<file path="config.mk">
export PLATFORM = sky130hd
export DESIGN_NAME = cwls_line_state
export DESIGN_NICKNAME = d
export VERILOG_FILES = /design/src/rtl/cwls_pkg.sv /design/src/rtl/cwls_line_state.sv
export SDC_FILE = /design/constraint.sdc
export NUM_CORES = 1
export LEC_CHECK = 0
export BUFFER_PORTS_ARGS = -buffer_cell sky130_fd_sc_hd__buf_4
export CORE_UTILIZATION = 50
export CTS_BUF_LIST = sky130_fd_sc_hd__clkbuf_8
export CTS_CLUSTER_DIAMETER = 200
export DETAILED_ROUTE_END_ITERATION = 8
export PLACE_DENSITY = 0.78
export SETUP_SLACK_MARGIN = 0.3
export SYNTH_ARGS = -nofsm -noshare
export SYNTH_HDL_FRONTEND = slang
export SYNTH_SLANG_ARGS = --single-unit
</file>
<file path="constraint.sdc">
create_clock -name core_clk -period 2.3 [get_ports core_clk]
set_input_delay 0.115 -clock core_clk [delete_from_list [all_inputs] [get_ports core_clk]]
set_output_delay 0.115 -clock core_clk [all_outputs]
set_load 0.05 [all_outputs]
</file>
<file path="src/rtl/cwls_pkg.sv">
// shared types for the coherent write line-state block
package cwls_pkg;

  // local cache line states
  typedef enum logic [2:0] {
    invalid,
    unique_clean,
    shared_clean,
    unique_dirty,
    shared_dirty
  } cwls_state_t;

  // coherent write transactions handled here
  typedef enum logic [1:0] {
    write_line_unique,
    write_back,
    write_clean,
    write_evict
  } cwls_op_t;

  // one request to issue a write transaction for the tracked line
  typedef struct packed {
    cwls_op_t    op;
    logic        shareable;    // region shareable with other masters
    logic        full_line;    // every byte of the line is written
    logic        speculative;  // line may come from another shareability domain
    logic        with_store;   // dirtying store and write_back or write_clean as one step
    cwls_state_t end_hint;     // preferred end state, used only if legal
  } cwls_req_t;

  // what the block hands to the transaction issuer
  typedef struct packed {
    cwls_op_t    op;
    cwls_state_t end_state;
  } cwls_issue_t;

  localparam cwls_state_t CWLS_RESET_STATE = invalid;
  localparam cwls_op_t    CWLS_RESET_OP    = write_line_unique;

endpackage : cwls_pkg

</file>
<file path="src/rtl/cwls_line_state.sv">
// line-state tracker and issue check for coherent write transactions
`timescale 1ns/1ns

module cwls_line_state (
  input  wire logic                  core_clk,
  input  wire logic                  arst_n,
  input  wire logic                  clk_en,
  input  wire logic                  snoop_filter,
  input  wire logic                  evict_write_supported,
  input  wire logic                  req_valid,
  input  wire cwls_pkg::cwls_req_t   req,
  input  wire logic                  rsp_valid,
  input  wire logic                  store_valid,
  input  wire logic                  store_full,
  output logic                       busy,
  output logic                       issue_valid,
  output cwls_pkg::cwls_issue_t      issue,
  output logic                       reject,
  output logic                       load_line,
  output cwls_pkg::cwls_state_t      line_state
);
  import cwls_pkg::*;

  ////////////////////////////////////////////////////////////////////////////
  // state change tables

  // effect of a coherent store that dirties the line
  function automatic cwls_state_t store_result(input cwls_state_t s);
    case (s)
      invalid:      store_result = unique_dirty;
      unique_clean: store_result = unique_dirty;
      unique_dirty: store_result = unique_dirty;
      shared_clean: store_result = shared_dirty;
      shared_dirty: store_result = shared_dirty;
      default:      store_result = s;
    endcase
  endfunction : store_result

  function automatic logic is_dirty(input cwls_state_t s);
    is_dirty = (s == unique_dirty) || (s == shared_dirty);
  endfunction : is_dirty

  function automatic logic is_clean(input cwls_state_t s);
    is_clean = (s == unique_clean) || (s == shared_clean);
  endfunction : is_clean

  function automatic cwls_state_t expected_end(input cwls_op_t op, input cwls_state_t s,
                                               input logic sh);
    case (op)
      write_line_unique: expected_end = (s == invalid) ? invalid : shared_clean;
      write_back:        expected_end = invalid;
      write_clean:       expected_end = (sh && s == shared_dirty) ? shared_clean
                                                                  : unique_clean;
      write_evict:       expected_end = invalid;
      default:           expected_end = s;
    endcase
  endfunction : expected_end

  // alternatives that stay inside both the tables and the allocation rule
  function automatic logic hint_legal(input cwls_op_t op, input cwls_state_t s,
                                      input logic sh, input logic sf, input cwls_state_t h);
    case (op)
      write_line_unique: hint_legal = (s != invalid) && !sf && (h == invalid);
      write_clean:       hint_legal = (sh && s == unique_dirty && h == shared_clean)
                                   || (!sh && h == shared_clean);
      default:           hint_legal = 1'b0;
    endcase
  endfunction : hint_legal

  ////////////////////////////////////////////////////////////////////////////
  // request decode

  wire         req_take   = clk_en && req_valid && !busy;
  wire         store_take = clk_en && store_valid && !busy && !req_valid;
  wire         rsp_take   = clk_en && rsp_valid && busy;
  wire         is_wlu     = (req.op == write_line_unique);
  wire         fold_store = req.with_store && (req.op == write_back || req.op == write_clean);
  // a folded store from invalid must cover the whole line
  wire         fold_ok    = !fold_store || line_state != invalid || req.full_line;
  wire cwls_state_t eff_start = fold_store ? store_result(line_state) : line_state;

  wire         wlu_ok     = req.shareable && req.full_line
                          && (eff_start == invalid || is_clean(eff_start));
  wire         dirty_ok   = is_dirty(eff_start);
  wire         evict_ok   = evict_write_supported && !req.speculative
                          && (eff_start == unique_clean);
  wire         start_ok   = fold_ok && (is_wlu                   ? wlu_ok
                                      : (req.op == write_evict) ? evict_ok
                                                                : dirty_ok);
  wire cwls_state_t exp_end = expected_end(req.op, eff_start, req.shareable);
  wire cwls_state_t next_end = hint_legal(req.op, eff_start, req.shareable, snoop_filter,
                                          req.end_hint) ? req.end_hint : exp_end;
  // a partial store may only touch a line that is already valid
  wire         store_ok   = store_full || (line_state != invalid);

  ////////////////////////////////////////////////////////////////////////////
  // registers

  cwls_op_t    pend_op;
  cwls_state_t pend_end;

  // one write in flight, so nothing is outstanding when a new one issues
  always_ff @(posedge core_clk or negedge arst_n)
  begin
    if (!arst_n)
    begin
      busy <= 1'b0;
      pend_op <= CWLS_RESET_OP;
      pend_end <= CWLS_RESET_STATE;
    end
    else if (req_take && start_ok)
    begin
      busy <= 1'b1;
      pend_op <= req.op;
      pend_end <= next_end;
    end
    else if (rsp_take)
    begin
      busy <= 1'b0;
    end
  end

  // state moves on the response; a dropped write_evict still answers
  always_ff @(posedge core_clk or negedge arst_n)
  begin
    if (!arst_n)
      line_state <= CWLS_RESET_STATE;
    else if (rsp_take)
      line_state <= pend_end;
    else if (store_take && store_ok)
      line_state <= store_result(line_state);
  end

  always_ff @(posedge core_clk or negedge arst_n)
  begin
    if (!arst_n)
    begin
      issue_valid <= 1'b0;
      issue <= '{op: CWLS_RESET_OP, end_state: CWLS_RESET_STATE};
      reject <= 1'b0;
      load_line <= 1'b0;
    end
    else if (clk_en)
    begin
      issue_valid <= req_take && start_ok;
      if (req_take && start_ok)
        issue <= '{op: req.op, end_state: next_end};
      reject <= (req_take && !start_ok) || (store_take && !store_ok);
      load_line <= rsp_take && (pend_op == write_line_unique)
                && is_clean(line_state);
    end
  end
endmodule : cwls_line_state

</file>
==> reports/metrics.yaml, run 1 <==
outcome:
  outcome: "complete, no violations"
critical_path:
  cp.arrival_ps: 2070
  max_stage_delay_ps: 500
  crit_type: "flop to flop"
  start_kind: "flop"
  cp_slowest_cell: "dfrtp_2"
  cp_max_fo: 11
  cp_num_buf_inv: 1
  required_ps: 2440
  endpoint_kind: "flop"
  path_cells: "a21oi_2 > nor3b_1 > o211ai_1 > buf_4 > a21oi_4 > mux2_1"
  cp_top_family: "compound AO/OA/AOI/OAI gates"
synth:
  avgSynthCellArea_sq_um: 10.9
  synth-async-reset-ratio: 1.00
  synth_simple_gate_area_share: 0.174
  synthCells: 93
  syn_area_sq_mm: 0.00101
  yosysUniqueCellTypes: 36
  synth_nets: 114
  synthFlopType: "dfrtp_1"
  synth-edff-count: 0
  synth_warnings: 0
  synth.ff_latch_count: 17
  synth_top_family_by_area: "simple AND/OR/NAND/NOR gates"
  synthAdderAreaFrac: 0.0370
  synth-xor-area-share: 0
  synthMuxAreaShare: 0.132
  yosysSeqAreaShare: 0.420
  synth-compound-area-share: 0.167
sta:
  layout_setup_ws_ps: 362
  relSlewSlack: 0.661
  worst_slew_pin_slew_ps: 502
  finalCriticalPeriod_ps: 1940
  hold_viol: 0
  fin_skew_ps: 2.24
  max_freq_mhz: 516
  setup_viol: 0
  drv_slew: 0
  fin_crit_sh: 0.843
  rsz0062_at_grt: "no"
die:
  die_w_um: 47.0
  rows: 15
  initial_utilization: 0.557
  coreArea_sq_mm: 0.00182
  top_level_ports: 30
  die_h_um: 47.0
  die_area_sq_mm: 0.00221
placement:
  gp_congestion: 0.797
  port_buffers: 29
  dp.cells: 143
  post-place-ws_ps: -77.3
  hpwl_mm: 1.53
  placed_area_sq_mm: 0.00122
cells_and_area:
  antenna_cells: 0
  stdcell_count: 153
  nets: 150
  final_area_sq_mm: 0.00136
  syn2layout_area_growth_pct: 34.1
  final_common_cell: "buf_4"
  layout_common_cells: "33 x buf_4, 14 x dfrtp_1, 6 x inv_1, 6 x mux2_4, 5 x a21oi_1"
  layout-drive-gt1-share: 0.430
clocking:
  cts_tree: "done"
  insertion_delay_ps: 250
  cts-root-buf: "clkbuf_8"
  clk_pin_slew_ps: 60
  cts.sinks: 17
  clockBufferDepth: 2
  cts_max_level: 1
  numCtsBuffers: 3
global_routing:
  gr-usage-all-layers: 0.208
  grt_pass1_vias: 723
  antenna_found_initial: 0
  grt_first_pass_wirelength_mm: 3.15
  gr-total-overflow: 0
  grt_max_degree: 18
drt:
  drt-initial-drc-count: 15
  ant_nets: 0
  drt-pass1-iter-count: 4
  wl_mm: 2.18
  avgRoutedWirePerCell_um: 14.2
  viasPerCell: 5.46
  route.detailed.drc: 0
  vias: 836
job:
  drv_cap: 0
pwr:
  irDropWorstVdd_uv: 893
  p_leak_uw: 0.000621
  power_density_mw_per_mm2: 1310
min_path:
  hold_path_class: "input pin to flop"
through the flow:
step                      TNS (ps)  utilization  hold WS [ps]  total power (uW)
after floorplan                  0            -          -181              1260
after global placement           0        0.671         -12.7              1450
after detailed placement      -369        0.671         -9.38              1460
after CTS                        0        0.710           118              1700
after global routing             0        0.746           116              1880
final                            0        0.746           126              1780
worst paths after layout:
path,startpoint,to,slack (ps),cells after the start
worst min-delay path,req[7],issue[3],130,2
worst max register to register,line_state[2],pend_end[0],360,6
worst min register to register,pend_end[1],pend_end[1],490,1
worst max-delay path,line_state[2],pend_end[0],360,6
max in group asynchronous,arst_n,line_state[2],1850,2
min in group asynchronous,arst_n,line_state[0],250,2
cell families after synthesis:
group	Yosys count
and+or+nand+nor	28
buffers and inverters	11
DFF	17
muxes	10
AOI/OAI and AO/OA	24
adders and majority gates	3
registers in the layout (all words and copies together), names as in the netlist:
| name | cells |
|---|---|
| issue | 5 |
| line_state | 3 |
| reject | 1 |
| pend_op | 2 |
| pend_end | 3 |
| busy | 1 |
| issue_valid | 1 |
| load_line | 1 |
what timing repair did:
item / in CTS / in global routing
cloned: 0 / 1
endpoints found under the hold margin: 17 / 0
setup buffers: 1 / 3
setup endpoints to repair: 8 / 10
gates resized for setup: 1 / 5
pin swaps: 1 / 3
hold buffers: 1 / 0
cell usage after synthesis, types with 2 or more instances:
cell type  instances  area, sq um
nand3b_1           2         15.0
nand2b_1           2         12.5
a21oi_1            6         30.0
nand2_1            4         15.0
a21o_1             2         15.0
buf_6              4         45.0
o21ai_0            2         10.0
nor3_1             4         20.0
mux2_4             6         90.1
inv_1              6         22.5
nor2_1             4         15.0
dfrtp_1           17          425
nor2b_1            2         12.5
nor3_2             2         20.0
o21ai_1            4         20.0
mux2_1             2         22.5
nor3b_1            2         15.0
ha_1               3         37.5
nand4b_1           2         17.5
report_power, final:
part	leakage [uW]	internal [uW]	switching, uW
logic	0.000383	392	578
clock network	0.0000255	120	99.6
registers	0.000213	435	157
total	0.000621	947	835
layer usage:
| layer | part of all wire | vias up | GRT usage |
|---|---|---|---|
| met5 | 0 | - | 0 |
| met4 | 0.022 | 0 | 0.0857 |
| met1 | 0.47 | 388 | 0.282 |
| met2 | 0.47 | 29 | 0.333 |
| li1 | - | 415 | - |
| met3 | 0.042 | 4 | 0.0346 |
area by class of cell:
class,instances,area (sq um)
fill,139,462
multi-input combinational,66,568
tap,25,31.3
clock inverter,1,5.00
sequential,17,429
inverter,7,26.3
timing repair buffer,34,258
clock buffer,3,41.3
No activity file was read; power rests on OpenSTA's default activity.
==> run 2, diff against run 1 <==
clock period = 1.85 ns   (was 2.3 ns; I/O delays follow)
==> run 2 against run 1 <==
  * The flow now finishes with violations (negative setup slack)
  * Clock power up 20%
  * Fmax up 4.3%
  * Final area up 3.3%
  * Critical path depth unchanged
  * Largest power group unchanged
  * Highest routed layer unchanged
==> reports/metrics.yaml, run 2 (synthesis results as in run 1) <==
clocking:
  clockBufferDepth: 2  # unchanged
  cts_tree: "done"
  cts_max_level: 1  # unchanged
  clk_pin_slew_ps: 60  # about the same
  insertion_delay_ps: 250  # about the same
  numCtsBuffers: 3  # unchanged
  cts-root-buf: "clkbuf_8"
  cts.sinks: 17  # unchanged
cells_and_area:
  reg_top3: "issue (5), line_state (3), pend_end (3)"
  largest_reg_flops: 5  # unchanged
  syn2layout_area_growth_pct: 38.5
  antenna_cells: 0  # unchanged
  final_area_sq_mm: 0.00140  # +3.3%
  nets: 158  # +5.3%
  layout_common_cells: "41 x buf_4, 13 x dfrtp_1, 8 x mux2_4, 7 x inv_1, 6 x a21oi_1"
  layout-drive-gt1-share: 0.485  # +0.0556
  largest-register: "issue"
  stdcell_count: 161  # +5.2%
  final_common_cell: "buf_4"
placement:
  placed_area_sq_mm: 0.00132  # +7.9%
  hpwl_mm: 1.71  # +12%
  port_buffers: 29  # unchanged
  gp_congestion: 0.848  # +6.4%
  dp.cells: 154  # +7.7%
drt:
  viasPerCell: 5.41  # -0.99%
  drt-pass1-iter-count: 4  # unchanged
  route.detailed.drc: 0  # unchanged
  avgRoutedWirePerCell_um: 14.8  # +4.0%
  drt-initial-drc-count: 11  # -4
  wl_mm: 2.38  # +9.4%
  vias: 871  # +4.2%
  ant_nets: 0  # unchanged
sta:
  drv_slew: 0  # unchanged
  rsz0062_at_grt: "yes"
  finalCriticalPeriod_ps: 1860  # -79.8 ps
  hold_viol: 0  # unchanged
  fin_crit_sh: 1.00  # +0.162
  layout_setup_ws_ps: -8.60  # -370 ps
  relSlewSlack: 0.626  # -0.0345
  max_freq_mhz: 538  # +4.3%
  worst_slew_pin_slew_ps: 553  # +51.1 ps
  fin_skew_ps: 1.33  # -0.909 ps
  setup_viol: 7  # +7
critical_path:
  endpoint_kind: "flop"
  crit_type: "flop to flop"
  start_kind: "flop"
  max_stage_delay_ps: 450  # -50 ps
  ff2ff_setup_slack_ps: -9  # -370 ps
  cp_slowest_cell: "dfrtp_2"
  path_cells: "nor3_2 > or3b_1 > o211ai_1 > a21oi_2 > buf_12 > mux2_4"
  required_ps: 1980  # -460 ps
  cp.arrival_ps: 1990  # -80 ps
  cp_max_fo: 10  # -1
die:
  rows: 15  # unchanged
  die_w_um: 47.0  # unchanged
  die_area_sq_mm: 0.00221  # unchanged
  coreArea_sq_mm: 0.00182  # unchanged
  top_level_ports: 30  # unchanged
  initial_utilization: 0.557  # unchanged
  die_h_um: 47.0  # unchanged
job:
  drv_cap: 0  # unchanged
min_path:
  hold_path_class: "input pin to flop"
global_routing:
  gr-usage-all-layers: 0.241  # +0.0330
  grt_first_pass_wirelength_mm: 3.65  # +16%
  gr-total-overflow: 0  # unchanged
  grt_max_degree: 18  # unchanged
  grt_pass1_vias: 849  # +17%
  antenna_found_initial: 0  # unchanged
outcome:
  violations: "negative setup slack"
  outcome: "finished, violations left"
pwr:
  power_density_mw_per_mm2: 1610  # +23%
  p_leak_uw: 0.000669  # +7.7%
  irDropWorstVdd_uv: 1290  # +44%
  finalPower_uw: 2260  # +27%
-- run 2: cell count changes in the layout (fill, tap and decap cells not counted), moves of 2 or more --
cell	previous run	this run
mux2_4	6	8
buf_4	33	41
nor3_4	2	0
nor3_2	0	3
mux2_1	2	0
a21oi_4	2	0
-- run 2: timing repair --
action	CTS	global route
pin swaps	3	0
setup endpoints to repair	12	14
buffers inserted	1	1
hold buffers	1	0
hold endpoints to repair	17	0
gates resized for setup	2	2
-- run 2: layout make-up --
class | instances | area, sq um
flip-flops and latches | 17 | 430
clock buffers | 3 | 41.3
clock inverters | 1 | 3.75
fillers | 122 | 417
well taps | 25 | 31.3
inverters | 7 | 26.3
repair buffers | 43 | 338
multi-input cells | 65 | 533
-- run 2: final timing paths --
kind,startpoint,to,depth (start not counted)
worst max-delay path,line_state[2],issue[3],6
worst min-delay path,rsp_valid,busy,3
worst max register to register,line_state[2],issue[3],6
worst min register to register,pend_end[2],pend_end[2],2
max in group asynchronous,arst_n,line_state[2],2
min in group asynchronous,arst_n,pend_end[2],2
-- run 2: layer usage --
metal,track usage,part of all wire,up-vias
li1,-,-,424
met1,0.302,0.44,422
met2,0.408,0.51,21
met3,0.0308,0.028,4
met4,0.126,0.016,0
met5,0,0,-
-- run 2: metrics by stage --
step           hold slack [ps]  setup slack [ps]  setup TNS [ps]   util
5_1_grt                    183             -68.1            -644  0.771
6_report                   157             -8.60           -29.6  0.771
3_3_place_gp             -37.9             -15.2           -40.6  0.724
3_5_place_dp             -36.8             -94.9            -644  0.724
2_1_floorplan             -203              -131            -785      -
4_1_cts                    158              6.04               0  0.762
-- run 2: power breakdown --
group / total, uW / switching [uW] / internal (uW)
registers: 690 / 146 / 544
logic: 1310 / 747 / 562
clock network: 263 / 116 / 147
-- run 2: worst max-delay path, delay by kind of cell, from the launching register on --
kind                   cells  cell delay [ps]
flip-flops                 1              450
AND/OR/NAND/NOR            2              570
multiplexers               1              290
buffers and inverters      1              160
AO/OA/AOI/OAI              2              270
